File: src/hw/gia_pkg.sv
// Package of constants and types for the interrupt-mode and write-guard block
package gia_pkg;

  // ****************************************************************
  // Register map (byte addresses)
  // ****************************************************************
  localparam logic [31:0] BASE_ADDR           = 32'h400e0e00;
  localparam logic [31:0] ADDR_PD_DISABLE     = 32'h400e0e90;
  localparam logic [31:0] ADDR_PD_ENABLE      = 32'h400e0e94;
  localparam logic [31:0] ADDR_PD_STATE       = 32'h400e0e98;
  localparam logic [31:0] ADDR_OW_ENABLE      = 32'h400e0ea0;
  localparam logic [31:0] ADDR_OW_DISABLE     = 32'h400e0ea4;
  localparam logic [31:0] ADDR_OW_STATE       = 32'h400e0ea8;
  localparam logic [31:0] ADDR_XMODE_SET      = 32'h400e0eb0;
  localparam logic [31:0] ADDR_XMODE_CLEAR    = 32'h400e0eb4;
  localparam logic [31:0] ADDR_XMODE_STATE    = 32'h400e0eb8;
  localparam logic [31:0] ADDR_EDGE_PICK      = 32'h400e0ec0;
  localparam logic [31:0] ADDR_LEVEL_PICK     = 32'h400e0ec4;
  localparam logic [31:0] ADDR_EL_STATE       = 32'h400e0ec8;
  localparam logic [31:0] ADDR_LOW_PICK       = 32'h400e0ed0;
  localparam logic [31:0] ADDR_HIGH_PICK      = 32'h400e0ed4;
  localparam logic [31:0] ADDR_POL_STATE      = 32'h400e0ed8;
  localparam logic [31:0] ADDR_LOCK_STATE     = 32'h400e0ee0;
  localparam logic [31:0] ADDR_GUARD_MODE     = 32'h400e0ee4;
  localparam logic [31:0] ADDR_GUARD_STATUS   = 32'h400e0ee8;
  localparam logic [31:0] ADDR_OUT_DATA       = 32'h400e0ef0;
  localparam logic [31:0] ADDR_IRQ_STATUS     = 32'h400e0ef4;
  localparam logic [31:0] ADDR_IRQ_ENABLE     = 32'h400e0ef8;
  localparam logic [31:0] ADDR_IRQ_CLEAR      = 32'h400e0efc;

  // ****************************************************************
  // Field layout and values
  // ****************************************************************
  localparam int          GUARD_EN_BIT        = 0;
  localparam int          GUARD_KEY_LSB       = 8;
  localparam logic [23:0] GUARD_KEY_VALUE     = 24'h50494f;
  localparam logic [31:0] RESET_WORD          = 32'h00000000;
  localparam logic        RESET_BIT           = 1'h0;
  localparam int          MAX_LINES           = 32;

  // Write-guard status word as software sees it
  typedef struct packed {
    logic [7:0]  rsv_hi;
    logic [15:0] source;
    logic [6:0]  rsv_lo;
    logic        flag;
  } gia_guard_status_t;

  // One APB request as sampled in the access phase
  typedef struct packed {
    logic [31:0] addr;
    logic        write;
    logic [31:0] wdata;
  } gia_apb_req_t;

endpackage

File: src/hw/gia_guard.sv
// APB register block: interrupt modes, output write mask and write guard
`timescale 1ns/1ns
module gia_guard #(
  parameter int NUM_LINES = 32
) (
  input  wire logic                 pclk,
  input  wire logic                 presetn,
  input  wire logic                 psel,
  input  wire logic                 penable,
  input  wire logic                 pwrite,
  input  wire logic [31:0]          paddr,
  input  wire logic [31:0]          pwdata,
  output logic      [31:0]          prdata,
  output logic                      pready,
  output logic                      pslverr,
  input  wire logic [NUM_LINES-1:0] line_in,
  input  wire logic [NUM_LINES-1:0] line_lock,
  output logic      [NUM_LINES-1:0] line_out,
  output logic      [NUM_LINES-1:0] pull_down_en,
  output logic                      irq
);

  // ****************************************************************
  // Elaboration check
  // ****************************************************************
  // Lines beyond one bus word would have no room in the registers
  if (NUM_LINES < 1 || NUM_LINES > gia_pkg::MAX_LINES) begin : g_bad_lines
    $error("NUM_LINES must lie between 1 and 32");
  end

  // Zero fill above the last line in every per-line read word
  localparam int PAD = gia_pkg::MAX_LINES - NUM_LINES;

  // ****************************************************************
  // Declarations
  // ****************************************************************
  // Decode and read path
  gia_pkg::gia_apb_req_t     req;
  gia_pkg::gia_guard_status_t gstat;
  logic                      access;
  logic                      wr_acc;
  logic                      rd_acc;
  logic                      mapped;
  logic                      prot_target;
  logic                      blocked;
  logic                      wr_ok;
  logic [31:0]               rd_word;
  logic [31:0]               nxt_prdata;
  logic [15:0]               nxt_source;
  logic [NUM_LINES-1:0]      wbits;
  logic [NUM_LINES-1:0]      line_event;
  logic                      key_ok;

  // State registers, one process each
  logic [NUM_LINES-1:0]      xmode_ff;
  logic [NUM_LINES-1:0]      level_ff;
  logic [NUM_LINES-1:0]      high_ff;
  logic [NUM_LINES-1:0]      ow_en_ff;
  logic [NUM_LINES-1:0]      pd_dis_ff;
  logic [NUM_LINES-1:0]      out_data_ff;
  logic [NUM_LINES-1:0]      irq_stat_ff;
  logic [NUM_LINES-1:0]      irq_en_ff;

  // Write guard state
  logic                      guard_en_ff;
  logic                      viol_flag_ff;
  logic [15:0]               viol_src_ff;

  // Bus-side output registers
  logic [31:0]               prdata_ff;
  logic                      slverr_ff;

  // ****************************************************************
  // APB decode
  // ****************************************************************
  // Zero-wait slave: every access completes in its first access cycle
  assign req.addr  = paddr;
  assign req.write = pwrite;
  assign req.wdata = pwdata;
  assign access    = psel & penable;
  assign wr_acc    = access & req.write;
  assign rd_acc    = access & ~req.write;

  // Per-line write bits; word bits above the last line are ignored
  assign wbits     = req.wdata[NUM_LINES-1:0];

  // No wait states, so a transfer never stalls the master
  assign pready    = 1'b1;

  // Registers that refuse writes while protection is on
  always_comb begin
    case (req.addr)
      gia_pkg::ADDR_PD_DISABLE,
      gia_pkg::ADDR_PD_ENABLE,
      gia_pkg::ADDR_OW_ENABLE,
      gia_pkg::ADDR_OW_DISABLE: prot_target = 1'b1;
      // Mode, guard and interrupt registers are never guarded
      default:                  prot_target = 1'b0;
    endcase
  end

  // A blocked write still ends normally on the bus, without error
  assign blocked = wr_acc & prot_target & guard_en_ff;
  assign wr_ok   = wr_acc & ~blocked;

  // Offset of the blocked access relative to the port base
  assign nxt_source = 16'(req.addr - gia_pkg::BASE_ADDR);

  // ****************************************************************
  // Interrupt mode state
  // ****************************************************************
  // Set and clear are separate writes; each acts only on lines written as one
  always_ff @(posedge pclk or negedge presetn) begin
    if (!presetn) begin
      xmode_ff <= '0;
    end else if (wr_ok && req.addr == gia_pkg::ADDR_XMODE_SET) begin
      xmode_ff <= xmode_ff | wbits;
    end else if (wr_ok && req.addr == gia_pkg::ADDR_XMODE_CLEAR) begin
      xmode_ff <= xmode_ff & ~wbits;
    end
  end

  // Edge or level selection, zero meaning edge
  always_ff @(posedge pclk or negedge presetn) begin
    if (!presetn) begin
      level_ff <= '0;
    end else if (wr_ok && req.addr == gia_pkg::ADDR_EDGE_PICK) begin
      level_ff <= level_ff & ~wbits;
    end else if (wr_ok && req.addr == gia_pkg::ADDR_LEVEL_PICK) begin
      level_ff <= level_ff | wbits;
    end
  end

  // Polarity selection, zero meaning falling or low
  always_ff @(posedge pclk or negedge presetn) begin
    if (!presetn) begin
      high_ff <= '0;
    end else if (wr_ok && req.addr == gia_pkg::ADDR_LOW_PICK) begin
      high_ff <= high_ff & ~wbits;
    end else if (wr_ok && req.addr == gia_pkg::ADDR_HIGH_PICK) begin
      high_ff <= high_ff | wbits;
    end
  end

  // ****************************************************************
  // Protected pad and output write mask
  // ****************************************************************
  // Output write mask; a blocked write never reaches it
  always_ff @(posedge pclk or negedge presetn) begin
    if (!presetn) begin
      ow_en_ff <= '0;
    end else if (wr_ok && req.addr == gia_pkg::ADDR_OW_ENABLE) begin
      ow_en_ff <= ow_en_ff | wbits;
    end else if (wr_ok && req.addr == gia_pkg::ADDR_OW_DISABLE) begin
      ow_en_ff <= ow_en_ff & ~wbits;
    end
  end

  // Pull-down disable mask, pull-downs on after reset
  always_ff @(posedge pclk or negedge presetn) begin
    if (!presetn) begin
      pd_dis_ff <= '0;
    end else if (wr_ok && req.addr == gia_pkg::ADDR_PD_DISABLE) begin
      pd_dis_ff <= pd_dis_ff | wbits;
    end else if (wr_ok && req.addr == gia_pkg::ADDR_PD_ENABLE) begin
      pd_dis_ff <= pd_dis_ff & ~wbits;
    end
  end

  // Output data: only lines enabled in the write mask change
  always_ff @(posedge pclk or negedge presetn) begin
    if (!presetn) begin
      out_data_ff <= '0;
    end else if (wr_ok && req.addr == gia_pkg::ADDR_OUT_DATA) begin
      out_data_ff <= (out_data_ff & ~ow_en_ff) | (wbits & ow_en_ff);
    end
  end

  // Pin-side outputs straight from flops, so they never glitch
  assign line_out     = out_data_ff;
  assign pull_down_en = ~pd_dis_ff;

  // ****************************************************************
  // Write guard
  // ****************************************************************
  // Key match; a wrong key is dropped quietly and is no violation
  assign key_ok = (req.wdata[31:gia_pkg::GUARD_KEY_LSB] == gia_pkg::GUARD_KEY_VALUE);

  // Enable changes only with the matching key in bits 31:8
  always_ff @(posedge pclk or negedge presetn) begin
    if (!presetn) begin
      guard_en_ff <= gia_pkg::RESET_BIT;
    end else if (wr_acc && req.addr == gia_pkg::ADDR_GUARD_MODE && key_ok) begin
      guard_en_ff <= req.wdata[gia_pkg::GUARD_EN_BIT];
    end
  end

  // Violation flag: a new violation wins over the clearing read
  always_ff @(posedge pclk or negedge presetn) begin
    if (!presetn) begin
      viol_flag_ff <= gia_pkg::RESET_BIT;
    end else if (blocked) begin
      viol_flag_ff <= 1'b1;
    end else if (rd_acc && req.addr == gia_pkg::ADDR_GUARD_STATUS) begin
      viol_flag_ff <= 1'b0;
    end
  end

  // Source follows the latest blocked write
  always_ff @(posedge pclk or negedge presetn) begin
    if (!presetn) begin
      viol_src_ff <= '0;
    end else if (blocked) begin
      viol_src_ff <= nxt_source;
    end
  end

  // Status word; source is shown only while the flag is up
  always_comb begin
    gstat        = '0;
    gstat.flag   = viol_flag_ff;
    gstat.source = viol_flag_ff ? viol_src_ff : 16'h0000;
  end

  // ****************************************************************
  // Line interrupts
  // ****************************************************************
  // A mode write acts on events from the cycle after it lands
  gia_irq_detect #(
    .NUM_LINES  (NUM_LINES)
  ) u_detect (
    .pclk       (pclk),
    .presetn    (presetn),
    .line_in    (line_in),
    .extra_mode (xmode_ff),
    .level_mode (level_ff),
    .high_pol   (high_ff),
    .line_event (line_event)
  );

  // Sticky status; an event in the clear cycle is kept
  always_ff @(posedge pclk or negedge presetn) begin
    if (!presetn) begin
      irq_stat_ff <= '0;
    end else if (wr_acc && req.addr == gia_pkg::ADDR_IRQ_CLEAR) begin
      irq_stat_ff <= (irq_stat_ff & ~wbits) | line_event;
    end else begin
      irq_stat_ff <= irq_stat_ff | line_event;
    end
  end

  // Interrupt enable mask
  always_ff @(posedge pclk or negedge presetn) begin
    if (!presetn) begin
      irq_en_ff <= '0;
    end else if (wr_acc && req.addr == gia_pkg::ADDR_IRQ_ENABLE) begin
      irq_en_ff <= wbits;
    end
  end

  // Level output, high while any enabled status bit is set
  assign irq = |(irq_stat_ff & irq_en_ff);

  // ****************************************************************
  // Read mux
  // ****************************************************************
  // Write-only registers read as zero but are still mapped
  always_comb begin
    mapped  = 1'b1;
    rd_word = '0;
    case (req.addr)
      gia_pkg::ADDR_PD_STATE:     rd_word = {{PAD{1'b0}}, pd_dis_ff};
      gia_pkg::ADDR_OW_STATE:     rd_word = {{PAD{1'b0}}, ow_en_ff};
      gia_pkg::ADDR_XMODE_STATE:  rd_word = {{PAD{1'b0}}, xmode_ff};
      gia_pkg::ADDR_EL_STATE:     rd_word = {{PAD{1'b0}}, level_ff};
      gia_pkg::ADDR_POL_STATE:    rd_word = {{PAD{1'b0}}, high_ff};
      gia_pkg::ADDR_LOCK_STATE:   rd_word = {{PAD{1'b0}}, line_lock};
      gia_pkg::ADDR_GUARD_MODE:   rd_word = {31'h00000000, guard_en_ff};
      gia_pkg::ADDR_GUARD_STATUS: rd_word = gstat;
      gia_pkg::ADDR_OUT_DATA:     rd_word = {{PAD{1'b0}}, out_data_ff};
      gia_pkg::ADDR_IRQ_STATUS:   rd_word = {{PAD{1'b0}}, irq_stat_ff};
      gia_pkg::ADDR_IRQ_ENABLE:   rd_word = {{PAD{1'b0}}, irq_en_ff};
      // Write-only registers read as zero and raise no error
      gia_pkg::ADDR_PD_DISABLE,
      gia_pkg::ADDR_PD_ENABLE,
      gia_pkg::ADDR_OW_ENABLE,
      gia_pkg::ADDR_OW_DISABLE,
      gia_pkg::ADDR_XMODE_SET,
      gia_pkg::ADDR_XMODE_CLEAR,
      gia_pkg::ADDR_EDGE_PICK,
      gia_pkg::ADDR_LEVEL_PICK,
      gia_pkg::ADDR_LOW_PICK,
      gia_pkg::ADDR_HIGH_PICK,
      gia_pkg::ADDR_IRQ_CLEAR:    rd_word = '0;
      default:                    mapped  = 1'b0;
    endcase
  end

  // Read data is captured in the setup cycle and shown in the access cycle
  assign nxt_prdata = (psel && !penable && !pwrite) ? rd_word : prdata_ff;

  always_ff @(posedge pclk or negedge presetn) begin
    if (!presetn) begin
      prdata_ff <= gia_pkg::RESET_WORD;
    end else begin
      prdata_ff <= nxt_prdata;
    end
  end

  // Error flag also registered in setup, so it is stable in access
  always_ff @(posedge pclk or negedge presetn) begin
    if (!presetn) begin
      slverr_ff <= 1'b0;
    end else if (psel && !penable) begin
      slverr_ff <= ~mapped;
    end
  end

  // ****************************************************************
  // Bus outputs
  // ****************************************************************
  // Error shows only in the access phase, never in setup or idle
  assign prdata  = prdata_ff;
  assign pslverr = slverr_ff & access;

endmodule // gia_guard

File: src/hw/gia_irq_detect.sv
// Per-line interrupt event detector for all five detection modes
`timescale 1ns/1ns
module gia_irq_detect #(
  parameter int NUM_LINES = 32
) (
  input  wire logic                 pclk,
  input  wire logic                 presetn,
  input  wire logic [NUM_LINES-1:0] line_in,
  input  wire logic [NUM_LINES-1:0] extra_mode,
  input  wire logic [NUM_LINES-1:0] level_mode,
  input  wire logic [NUM_LINES-1:0] high_pol,
  output logic      [NUM_LINES-1:0] line_event
);

  logic [NUM_LINES-1:0] prev_ff;
  logic [NUM_LINES-1:0] rise;
  logic [NUM_LINES-1:0] fall;

  // ****************************************************************
  // Previous line value
  // ****************************************************************
  // Lines reset low, so a line high at reset shows one rising edge
  always_ff @(posedge pclk or negedge presetn) begin
    if (!presetn) begin
      prev_ff <= '0;
    end else begin
      prev_ff <= line_in;
    end
  end

  // Edges and event selection per line
  always_comb begin
    rise = line_in & ~prev_ff;
    fall = ~line_in & prev_ff;
    for (int i = 0; i < NUM_LINES; i++) begin
      if (!extra_mode[i]) begin
        line_event[i] = rise[i] | fall[i];
      end else if (level_mode[i]) begin
        line_event[i] = high_pol[i] ? line_in[i] : ~line_in[i];
      end else begin
        line_event[i] = high_pol[i] ? rise[i] : fall[i];
      end
    end
  end

endmodule // gia_irq_detect

File: config.mk
export PLATFORM = sky130hd
export DESIGN_NAME = gia_guard
export DESIGN_NICKNAME = d
export VERILOG_FILES = /design/src/hw/gia_pkg.sv /design/src/hw/gia_guard.sv /design/src/hw/gia_irq_detect.sv
export SDC_FILE = /design/constraint.sdc
export NUM_CORES = 1
export LEC_CHECK = 0
export BUFFER_PORTS_ARGS = -buffer_cell sky130_fd_sc_hd__buf_4
export CORE_MARGIN = 5
export CORE_UTILIZATION = 35
export CTS_CLUSTER_SIZE = 16
export DETAILED_ROUTE_END_ITERATION = 8
export GPL_ROUTABILITY_DRIVEN = 1
export SLEW_MARGIN = 20
export SYNTH_ARGS = -nofsm -noshare
export SYNTH_HDL_FRONTEND = slang
export SYNTH_SLANG_ARGS = --single-unit
File: constraint.sdc
create_clock -name pclk -period 3.7 [get_ports pclk]
set_input_delay 0.185 -clock pclk [delete_from_list [all_inputs] [get_ports pclk]]
set_output_delay 0.185 -clock pclk [all_outputs]
set_load 0.03 [all_outputs]
After elaboration in Yosys (flattened, before gate mapping)
Cells that the tools add are included.
W data, S select, Z words.
{ "word_totals": {"regBits": 339, "inputBits": 133, "output_inout_bits": 99, "elab_cells": 310} }
{ "classes": {"add_sub_neg": 1, "n_eq_ne": 23, "mux": 145, "bitwise": 98, "reduce_logical": 29} }
{ "ops": {"columns": ["operator", "n"], "rows": [
  ["$eq A32 B31 Y1 const B", 22],
  ["$and A32 B32 Y32", 11],
  ["$mux W32", 11],
  ["$pmux W32 S11", 1],
  ["$or A32 B32 Y32", 8],
  ["$not A32 Y32", 5],
  ["$mux W1", 132],
  ["$not A1 Y1", 35],
  ["$or A1 B1 Y1", 32],
  ["$reduce_or A32 Y1", 1],
  ["$eq A24 B23 Y1 const B", 1],
  ["$reduce_or A22 Y1", 1],
  ["$logic_and A1 B1 Y1", 18],
  ["$mux W16", 1],
  ["$sub A16 B12 Y16 const B", 1],
  ["$reduce_bool A2 Y1", 6],
  ["$and A1 B1 Y1", 7],
  ["$reduce_or A4 Y1", 1],
  ["$logic_not A1 Y1", 2]
]} }

Depth between registers and ports, before layout
Gate-level depths: netlist (run 1).
{ "depth": {"word_depth": 10, "ltp_mapped": 10, "depth_no_buf": 8} }

Hierarchy
From an unflattened synthesis (run 1), not the netlist that was laid out.
{ "hier_totals": {"hier_cells": 1809, "hier_area_um2": 18751.7} }
{ "modules_own_cells": {"columns": ["module", "instances", "cells_per_inst", "area_each_um2", "seq_area_each_um2"], "rows": [
  ["gia_guard", 1, 1425, 15348.5, 7682.4],
  ["gia_irq_detect", 1, 384, 3403.3, 800.8]
]} }

Worst setup path after synthesis (run 1)
No wires, ideal clock.
{ "synth_path": {"path_kind": "input port to flip-flop", "start": "input paddr[29]", "end": "register (tool-made name)", "arrival_time_ps": 2002, "required_time_ps": 3575, "setup_slack_ps": 1573, "cell_stages": 7, "n_path_buf": 1, "cell_sequence": "or4_4 > nor2_8 > nand3_4 > nor4_4 > buf_6 > nand2_1 > mux2_4"} }
{ "synth_rtl": {"columns": ["item", "line", "source"], "rows": [
  ["from (decl)", "gia_guard.sv:11", "input wire logic [31:0] paddr,"]
]} }

Worst setup path in the final report (run 1)
{ "layout_path": {"start": "register irq_stat_ff[20]", "end": "output irq"} }
{ "layout_between": {"elab_chain_cells": 2} }
{ "layout_lines": {"columns": ["item", "line", "source"], "rows": [
  ["from (decl)", "gia_guard.sv:61", "logic [NUM_LINES-1:0] irq_stat_ff;"],
  ["from (signal assigned)", "gia_guard.sv:246", "irq_stat_ff <= (irq_stat_ff & ~wbits) | line_event;"],
  ["from (signal assigned)", "gia_guard.sv:248", "irq_stat_ff <= irq_stat_ff | line_event;"],
  ["$and A32 B32 Y32", "gia_guard.sv:262", "assign irq = |(irq_stat_ff & irq_en_ff);"],
  ["$reduce_or A32 Y1", "gia_guard.sv:262", null],
  ["to (decl)", "gia_guard.sv:20", "output logic irq"]
]} }
Every way passes these cells.

==> impl_metrics.env, run 1 <==
export IMPL_dpl_hpwl_microns=50000
export IMPL_io_buffers=230
export IMPL_io_pins=232
export IMPL_ys_seq_elements=339
export IMPL_vias=17000
export IMPL_wl_per_cell_microns=25.6
export IMPL_cp_max_fo=3
export IMPL_finalHoldViolations=0
export IMPL_grt_max_degree=146
export IMPL_dieArea_sq_mm=0.0571
export IMPL_die_w_microns=239
export IMPL_syn_instance_count=1877
export IMPL_n_antenna_cell=0
export IMPL_synth_area_leaders="dfrtp_1, o21ai_0, nand2_1, mux2_2, ha_1"
export IMPL_cp_end_kind="primary output"
export IMPL_fin_setup_tns_ps=0
export IMPL_antenna_found_initial=2
export IMPL_crit_family="simple AND/OR/NAND/NOR gates"
export IMPL_syn_nets=2075
export IMPL_required_ps=3510
export IMPL_die_h_microns=239
export IMPL_yosysTopAreaCell="dfrtp_1"
export IMPL_drt_initial_drc_count=2131
export IMPL_peakVddDrop_uv=272
export IMPL_htreeDepth=2
export IMPL_synth_edff_count=0
export IMPL_power_uw=8430
export IMPL_synth_top_area_share_pct=46.2
export IMPL_cts_root_buf="clkbuf_16"
export IMPL_synth_distinct_cells=66
export IMPL_synth_area_per_cell_sq_um=9.78
export IMPL_clk_latency_ps=560
export IMPL_powerDensity_mw_per_mm2=366
export IMPL_yosysMostFrequentCell="dfrtp_1"
export IMPL_grt_pass1_vias=16800
export IMPL_post_cts_buffers=0
export IMPL_arrival_ps=2550
export IMPL_start_util_pct=35.1
export IMPL_synth_area_sq_mm=0.0184
export IMPL_min_period_ps=2730
export IMPL_grt_total_usage_pct=25.0
export IMPL_synthMuxAreaShare_pct=10.2
export IMPL_ys_warnings_count=0
export IMPL_first_pass_iters=6
export IMPL_async_flop_share_pct=100
export IMPL_clockBufferDepth=3
export IMPL_maxSlewHeadroom_pct=46.2
export IMPL_hp_start="penable"
export IMPL_core_area_sq_mm=0.0522
export IMPL_fin_worst_skew_ps=14.1
export IMPL_overflow=0
export IMPL_clock_sinks=339
export IMPL_num_fill_cells=4893
export IMPL_setup_viol=0
export IMPL_register_area_sq_mm=0.00848
export IMPL_cts_tree="yes"
export IMPL_cts_resized=0
export IMPL_synth_xor_area_share_pct=0.0954
export IMPL_timing_final_crit_share_pct=73.8
export IMPL_max_freq_ghz=0.366
export IMPL_clk_pin_slew_ps=60
export IMPL_synth_simple_area_share_pct=13.8
export IMPL_final_nets=2367
export IMPL_fin_util_pct=44.1
export IMPL_critical_path_class="register to primary output"
export IMPL_viasPerCell=5.90
export IMPL_tightest_slew_ps=808
export IMPL_max_cap_violations=0
export IMPL_ys_top_cells_by_count="dfrtp_1, nand2_1, o21ai_0"
export IMPL_synth_fa_ha_area_share_pct=4.43
export IMPL_drive_gt1_share_pct=22.0
export IMPL_ant_nets=0
export IMPL_path_buf_inv=1
export IMPL_crit_path_top_delay_cell="or4_1"
export IMPL_synthFlopType="dfrtp_1"
export IMPL_rows=84
export IMPL_globalplace_congestion=0.937
export IMPL_grt_first_pass_wirelength_microns=109000
export IMPL_route_detailed_drc=0
export IMPL_p_leak_uw=0.0102
export IMPL_synth_compound_area_share_pct=20.6
export IMPL_syn2layout_area_growth_pct=25.6
export IMPL_final_max_slew_viol_count=0
export IMPL_cts_inserted_buffers=40
export IMPL_slowest_delay_ps=650
export IMPL_yosysSeqAreaShare_pct=46.2
export IMPL_outcome="finished clean"
export IMPL_rsz0062_at_grt="false"
export IMPL_wirelength_microns=73700
export IMPL_path_cells="a22o_1 > a221oi_1 > nand3_1 > or4_1 > buf_4"
export IMPL_start_kind="register"
export IMPL_synth_top_family_by_area="compound AO/OA/AOI/OAI gates"
export IMPL_ctsHoldBuffers=79
export IMPL_rr_startpoint="viol_flag_ff"
export IMPL_multiInputGateArea_sq_mm=0.00905
export IMPL_hp_class="primary input to register"
export IMPL_startpoint="irq_stat_ff[20]"
-- cell families after synthesis --
family | after synthesis
compound gates | 571
xor+xnor | 2
fa+ha+maj | 65
buf+inv | 215
flops | 339
mux | 158
other cells | 1
simple gates | 526
-- tightest hold or removal path: cells and delay by family --
family,cells,cell delay [ps]
AO/OA/AOI/OAI,1,90
buffers and inverters,1,130
AND/OR/NAND/NOR,1,140
-- metrics by stage --
step	area (sq um)	cells	hold slack (ps)	setup WS [ps]
after floorplan	18400	1877	-111	1570
after global placement	21000	2736	279	1040
after detailed placement	21000	2736	270	955
after CTS	23100	2883	0.723	979
after global routing	23100	2883	27.4	928
final	23100	2883	33.3	970
-- layout make-up --
type	count	area share, %
multi-input cells	1323	39.2
inverters	100	1.63
clock buffers	59	5.09
flip-flops and latches	339	36.8
clock inverters	9	0.521
well taps	688	3.73
repair buffers	365	13.0
-- per-layer routing --
layer | vias up | track usage, % | share of wire [%]
li1 | 7430 | - | -
met3 | 181 | 6.17 | 11
met2 | 1007 | 38.2 | 44
met1 | 8383 | 34.8 | 41
met4 | 2 | 9.08 | 4.0
met5 | - | 0 | 0.027
-- worst paths after layout --
kind | end | slack [ps] | depth (start not counted)
max reg2reg | prdata[0] | 1950 | 5
min in group asynchronous | u_detect.prev_ff[3] | 250 | 2
min | slverr_ff | 30 | 3
min reg2reg | viol_src_ff[7] | 480 | 1
max | irq | 970 | 5
max in group asynchronous | u_detect.prev_ff[0] | 2280 | 3
-- where the power goes --
| group | leakage, uW | internal, uW | switching [uW] |
|---|---|---|---|
| Clock | 0.000640 | 2390 | 1610 |
| Combinational | 0.00502 | 250 | 441 |
| Sequential | 0.00449 | 3730 | 12.0 |
| Total | 0.0102 | 6370 | 2060 |
-- layout by cell type (no fill, tap or decap), types with 31 or more instances in the layout --
master,count
dlygate4sd3_1,79
a21o_1,32
nand2_1,263
nor2_1,51
o21ai_0,220
a22oi_1,88
ha_1,65
mux2_2,87
mux2i_1,31
o31ai_1,98
inv_1,99
buf_4,281
dfrtp_1,339
nor2b_1,64
nand3_1,66
clkbuf_16,41
(Power assumes the default switching activity.)
==> run 2: changes to the inputs <==
==> constraint.sdc (replaced) <==
create_clock -name pclk -period 2.3 [get_ports pclk]
set_input_delay 0.115 -clock pclk [delete_from_list [all_inputs] [get_ports pclk]]
set_output_delay 0.115 -clock pclk [all_outputs]
set_load 0.03 [all_outputs]
==> run 2 against run 1 <==
The flow now finishes with violations (setup timing). Final area increased by 2.9%. Die area unchanged. Combinational power increased by 65%.
==> impl_metrics.env, run 2 (synthesis gave the netlist of run 1 again) <==
export IMPL_outcome="finished with violations"
export IMPL_violations="setup timing"
export IMPL_drt_initial_drc_count=1927
export IMPL_power_uw=13700
export IMPL_clk_pin_slew_ps=60
export IMPL_syn2layout_area_growth_pct=29.2
export IMPL_die_h_microns=239
export IMPL_clk_latency_ps=560
export IMPL_min_period_ps=2440
export IMPL_viasPerCell=5.76
export IMPL_final_max_slew_viol_count=0
export IMPL_globalplace_congestion=0.927
export IMPL_finalHoldViolations=0
export IMPL_reg2reg_depth=6
export IMPL_sw_frac_of_total_pct=24.6
export IMPL_io_pins=232
export IMPL_required_ps=2180
export IMPL_tightest_slew_ps=658
export IMPL_powerDensity_mw_per_mm2=579
export IMPL_route_detailed_drc=0
export IMPL_first_pass_iters=8
export IMPL_rsz0062_at_grt="true"
export IMPL_clock_sinks=339
export IMPL_combPwrFrac_pct=8.3
export IMPL_hold_worst_slack_ps=59.3
export IMPL_max_cap_violations=0
export IMPL_die_w_microns=239
export IMPL_grt_pass1_vias=16900
export IMPL_rr_startpoint="irq_en_ff[20]"
export IMPL_p_switching_uw=3380
export IMPL_peakVddDrop_uv=515
export IMPL_grt_total_usage_pct=24.4
export IMPL_cts_tree="yes"
export IMPL_dieArea_sq_mm=0.0571
export IMPL_hp_class="primary input to register"
export IMPL_setup_viol=1
export IMPL_r2r_end="prdata[20]"
export IMPL_cts_inserted_buffers=40
export IMPL_setup_slack_ps=-143
export IMPL_overflow=0
export IMPL_htreeDepth=2
export IMPL_cp_max_fo=3
export IMPL_rows=84
export IMPL_cts_root_buf="clkbuf_16"
export IMPL_final_cell_mix="dfrtp_1, buf_4, nand2_1"
export IMPL_cp_endpoint="irq"
export IMPL_start_util_pct=35.1
export IMPL_n_antenna_cell=0
export IMPL_drive_gt1_share_pct=24.1
export IMPL_antenna_found_initial=0
export IMPL_p_clk_share_pct=47.9
export IMPL_wirelength_microns=71800
export IMPL_p_leak_uw=0.0105
export IMPL_final_instance_count_excl_fill=2937
export IMPL_fin_util_pct=45.4
export IMPL_maxSlewHeadroom_pct=55.5
export IMPL_startpoint="irq_stat_ff[13]"
export IMPL_final_common_cell="dfrtp_1"
export IMPL_timing_final_crit_share_pct=106
export IMPL_internal_power_uw=10300
export IMPL_vias=16900
export IMPL_cp_end_kind="primary output"
export IMPL_grt_max_degree=108
export IMPL_r2r_slack_ps=650
export IMPL_num_fill_cells=4960
export IMPL_clockBufferDepth=3
export IMPL_critical_path_class="register to primary output"
export IMPL_wl_per_cell_microns=24.4
export IMPL_dpl_hpwl_microns=50600
export IMPL_arrival_ps=2330
export IMPL_place_inst=2778
export IMPL_io_buffers=230
export IMPL_grt_first_pass_wirelength_microns=106000
export IMPL_fin_worst_skew_ps=16.8
export IMPL_ant_nets=0
export IMPL_final_nets=2419
export IMPL_core_area_sq_mm=0.0522
export IMPL_start_kind="register"
export IMPL_max_freq_ghz=0.409
export IMPL_fin_setup_tns_ps=-143
export IMPL_seqPwrFrac_pct=43.8
==> run 2: cell count changes in the layout (fill, tap and decap cells not counted), moves of 2 or more <==
cell | before | now
dfrtp_1 | 339 | 334
a221oi_2 | 0 | 2
clkinvlp_4 | 0 | 2
dfrtp_2 | 0 | 5
clkinv_2 | 6 | 10
buf_4 | 281 | 311
dlygate4sd3_1 | 79 | 86
buf_12 | 4 | 18
clkbuf_1 | 10 | 4
a221oi_1 | 17 | 15
==> run 2: timing repair <==
action,CTS,global route
endpoints found under the setup margin,1,1
resized for setup,8,1
endpoints found under the hold margin,644,0
hold buffers,86,0
pin swaps,4,3
buffers inserted,3,0
==> run 2: power groups by stage <==
stage | Combinational [uW] | Clock (uW) | Sequential [uW]
2_1_floorplan | 361 | 0 | 6120
3_3_place_gp | 986 | 0 | 6120
3_5_place_dp | 1010 | 0 | 6120
4_1_cts | 1130 | 6670 | 6010
5_1_grt | 1240 | 6920 | 6010
6_report | 1140 | 6570 | 6010
==> run 2: area by class of cell <==
type / count / area, sq um / share of cell area (%)
repair buffers: 417 / 3580 / 15.1
inverters: 100 / 375 / 1.58
well taps: 688 / 861 / 3.63
clock buffers: 54 / 1180 / 4.96
flip-flops and latches: 339 / 8490 / 35.8
clock inverters: 16 / 171 / 0.723
multi-input cells: 1323 / 9060 / 38.2
==> run 2: through the flow <==
stage | setup WS, ps | cell area, sq um
global route | -191 | 23700
finish | -143 | 23700
CTS | -141 | 23700
floorplan | 243 | 18400
global placement | -21.7 | 21500
detailed placement | -42.3 | 21500
==> run 2: how the worst min path moves through the flow <==
stage	start	endpoint	slack [ps]	cells past startpoint
floorplan	presetn	asynchronous set/reset pin	-180	0
global placement	presetn	asynchronous set/reset pin	60	1
detailed placement	presetn	asynchronous set/reset pin	60	1
CTS	paddr[4]	register	20	3
global route	paddr[4]	register	60	3
finish	paddr[4]	register	60	3
==> run 2: metal layers <==
| layer | up-vias | global-route usage [%] | share of wire [%] |
|---|---|---|---|
| met5 | - | 0 | 0 |
| met4 | 0 | 9.39 | 4.2 |
| met3 | 149 | 5.53 | 9.5 |
| met2 | 849 | 38.1 | 45 |
| met1 | 8362 | 33.1 | 41 |
| li1 | 7549 | - | - |
==> run 2: worst max-delay path: stages (launching register included) <==
cell	delay, ps
dfrtp_1	460
a22oi_1	220
nand4_1	270
or4_4	640
buf_6	170
==> run 3: changes to the inputs <==
--- a/config.mk
+++ b/config.mk
@@ -5,11 +5,11 @@
 export SDC_FILE = /design/constraint.sdc
 export NUM_CORES = 1
 export LEC_CHECK = 0
-export BUFFER_PORTS_ARGS = -buffer_cell sky130_fd_sc_hd__buf_4
 export CORE_MARGIN = 5
 export CORE_UTILIZATION = 35
 export CTS_CLUSTER_SIZE = 16
 export DETAILED_ROUTE_END_ITERATION = 8
+export DONT_BUFFER_PORTS = 1
 export GPL_ROUTABILITY_DRIVEN = 1
 export SLEW_MARGIN = 20
 export SYNTH_ARGS = -nofsm -noshare
==> run 3 against run 2 <==
The flow finishes with violations (hold timing). Power decreased by 4.6%. Combinational power decreased by 34%. Critical path type unchanged. Final cell count decreased by 7.4%. Register-to-register slack about the same. Largest power group unchanged. Sequential share of layout area increased by 2.9 points. Clock skew increased by 11 ps. Sequential power about the same. Clock-buffer cell count increased by 9. Largest cell class unchanged. Critical path depth unchanged.
==> impl_metrics.env, run 3 (synthesis gave the netlist of run 1 again) <==
export IMPL_io_buffers=0
export IMPL_syn2layout_area_growth_pct=19.6
export IMPL_setup_viol=0
export IMPL_first_pass_iters=9
export IMPL_grt_total_usage_pct=25.2
export IMPL_reg2reg_depth=6
export IMPL_io_pins=232
export IMPL_die_w_microns=239
export IMPL_wirelength_microns=74700
export IMPL_outcome="finished with violations"
export IMPL_clock_sinks=339
export IMPL_die_h_microns=239
export IMPL_slowest_delay_ps=550
export IMPL_hp_class="primary input to asynchronous set/reset pin"
export IMPL_drive_gt1_share_pct=14.1
export IMPL_fin_util_pct=42.0
export IMPL_dpl_hpwl_microns=48000
export IMPL_cts_inserted_buffers=41
export IMPL_final_cell_mix="dfrtp_1, nand2_1, o21ai_0"
export IMPL_crit_path_top_delay_cell="or4_4"
export IMPL_grt_max_degree=340
export IMPL_start_kind="register"
export IMPL_fin_worst_skew_ps=27.9
export IMPL_final_max_slew_viol_count=0
export IMPL_wl_per_cell_microns=27.4
export IMPL_cts_root_buf="clkbuf_16"
export IMPL_met1_usage_pct=32.4
export IMPL_num_fill_cells=4979
export IMPL_vias=16400
export IMPL_cts_tree="yes"
export IMPL_grt_busiest_layer="met2"
export IMPL_violations="hold timing"
export IMPL_rsz0062_at_grt="true"
export IMPL_grt_use_met3_pct=9.07
export IMPL_clk_pin_slew_ps=60
export IMPL_ctsHoldBuffers=108
export IMPL_clockBufferDepth=3
export IMPL_maxSlewHeadroom_pct=41.5
export IMPL_cp_max_fo=3
export IMPL_peakVddDrop_uv=428
export IMPL_cp_end_kind="primary output"
export IMPL_viasPerCell=6.04
export IMPL_core_area_sq_mm=0.0522
export IMPL_rows=84
export IMPL_antenna_found_initial=9
export IMPL_ant_nets=0
export IMPL_min_period_ps=2270
export IMPL_htreeDepth=2
export IMPL_max_freq_ghz=0.441
export IMPL_p_leak_uw=0.00928
export IMPL_cp_endpoint="irq"
export IMPL_tightest_slew_ps=877
export IMPL_start_util_pct=35.1
export IMPL_startpoint="irq_en_ff[20]"
export IMPL_rr_startpoint="viol_flag_ff"
export IMPL_timing_final_crit_share_pct=98.6
export IMPL_final_common_cell="dfrtp_1"
export IMPL_arrival_ps=2150
export IMPL_path_cells="a22o_1 > a221oi_2 > nand3_1 > or4_4"
export IMPL_dieArea_sq_mm=0.0571
export IMPL_route_detailed_drc=0
export IMPL_powerDensity_mw_per_mm2=597
export IMPL_globalplace_congestion=0.885
export IMPL_drt_initial_drc_count=2024
export IMPL_overflow=0
export IMPL_fin_setup_tns_ps=0
export IMPL_finalHoldViolations=339
export IMPL_hold_worst_slack_ps=-691
export IMPL_final_nets=2189
export IMPL_r2r_end="prdata[0]"
export IMPL_grt_util_met2_pct=39.1
export IMPL_grt_first_pass_wirelength_microns=109000
export IMPL_max_cap_violations=0
export IMPL_critical_path_class="register to primary output"
export IMPL_grt_pass1_vias=16000
export IMPL_clk_latency_ps=570
export IMPL_required_ps=2180
export IMPL_r2r_slack_ps=640
## run 3: area by class of cell
class                   count  area, sq um  area share [%]
multi-input cells        1323         9080            41.4
well taps                 688          861            3.92
repair buffers            186         1830            8.32
clock inverters             8         81.3           0.371
inverters                 100          375            1.71
flip-flops and latches    339         8490            38.7
diodes                     14         35.0           0.160
clock buffers              63         1200            5.46
## run 3: layer usage
layer | vias up | routed length [microns]
li1 | 7108 | -
met1 | 8251 | 29200
met2 | 883 | 33500
met3 | 180 | 8760
met4 | 6 | 3140
met5 | - | 19
## run 3: timing repair
| action | in CTS | in global routing |
|---|---|---|
| endpoints found under the setup margin | 1 | 18 |
| hold endpoints to repair | 658 | 339 |
| gates cloned | 0 | 0 |
| pin swaps | 2 | 2 |
| resized for setup | 6 | 2 |
| buffers inserted | 1 | 0 |
## run 3: where the power goes
group	total [uW]	internal [uW]	switching [uW]
Sequential	6020	6000	19.8
Clock	6330	3690	2640
Combinational	749	288	461
Total	13100	9980	3120
## run 3: how the worst min path moves through the flow
stage                                             to  depth (start not counted)  slack, ps
after floorplan           asynchronous set/reset pin                          0       -180
after global placement           u_detect.prev_ff[3]                          0       -140
after detailed placement  asynchronous set/reset pin                          0       -140
after CTS                 asynchronous set/reset pin                          0       -740
after global routing      asynchronous set/reset pin                          0       -710
final                     asynchronous set/reset pin                          0       -690
## run 3: through the flow
stage | setup slack [ps] | std cells | hold WS, ps | area (sq um) | power [uW]
floorplan | 243 | 1877 | -181 | 18400 | 6480
global placement | 50.3 | 2527 | -140 | 19500 | 6520
detailed placement | 12.3 | 2527 | -139 | 19500 | 6540
CTS | 18.2 | 2707 | -743 | 21900 | 13100
global route | -0.390 | 2711 | -715 | 21900 | 13500
finish | 32.7 | 2721 | -691 | 21900 | 13100
## run 3: critical path, delay by kind of cell (launching register included)
kind,cells,cell delay [ps]
and+or+nand+nor,2,680
DFF,1,480
AOI/OAI and AO/OA,2,440
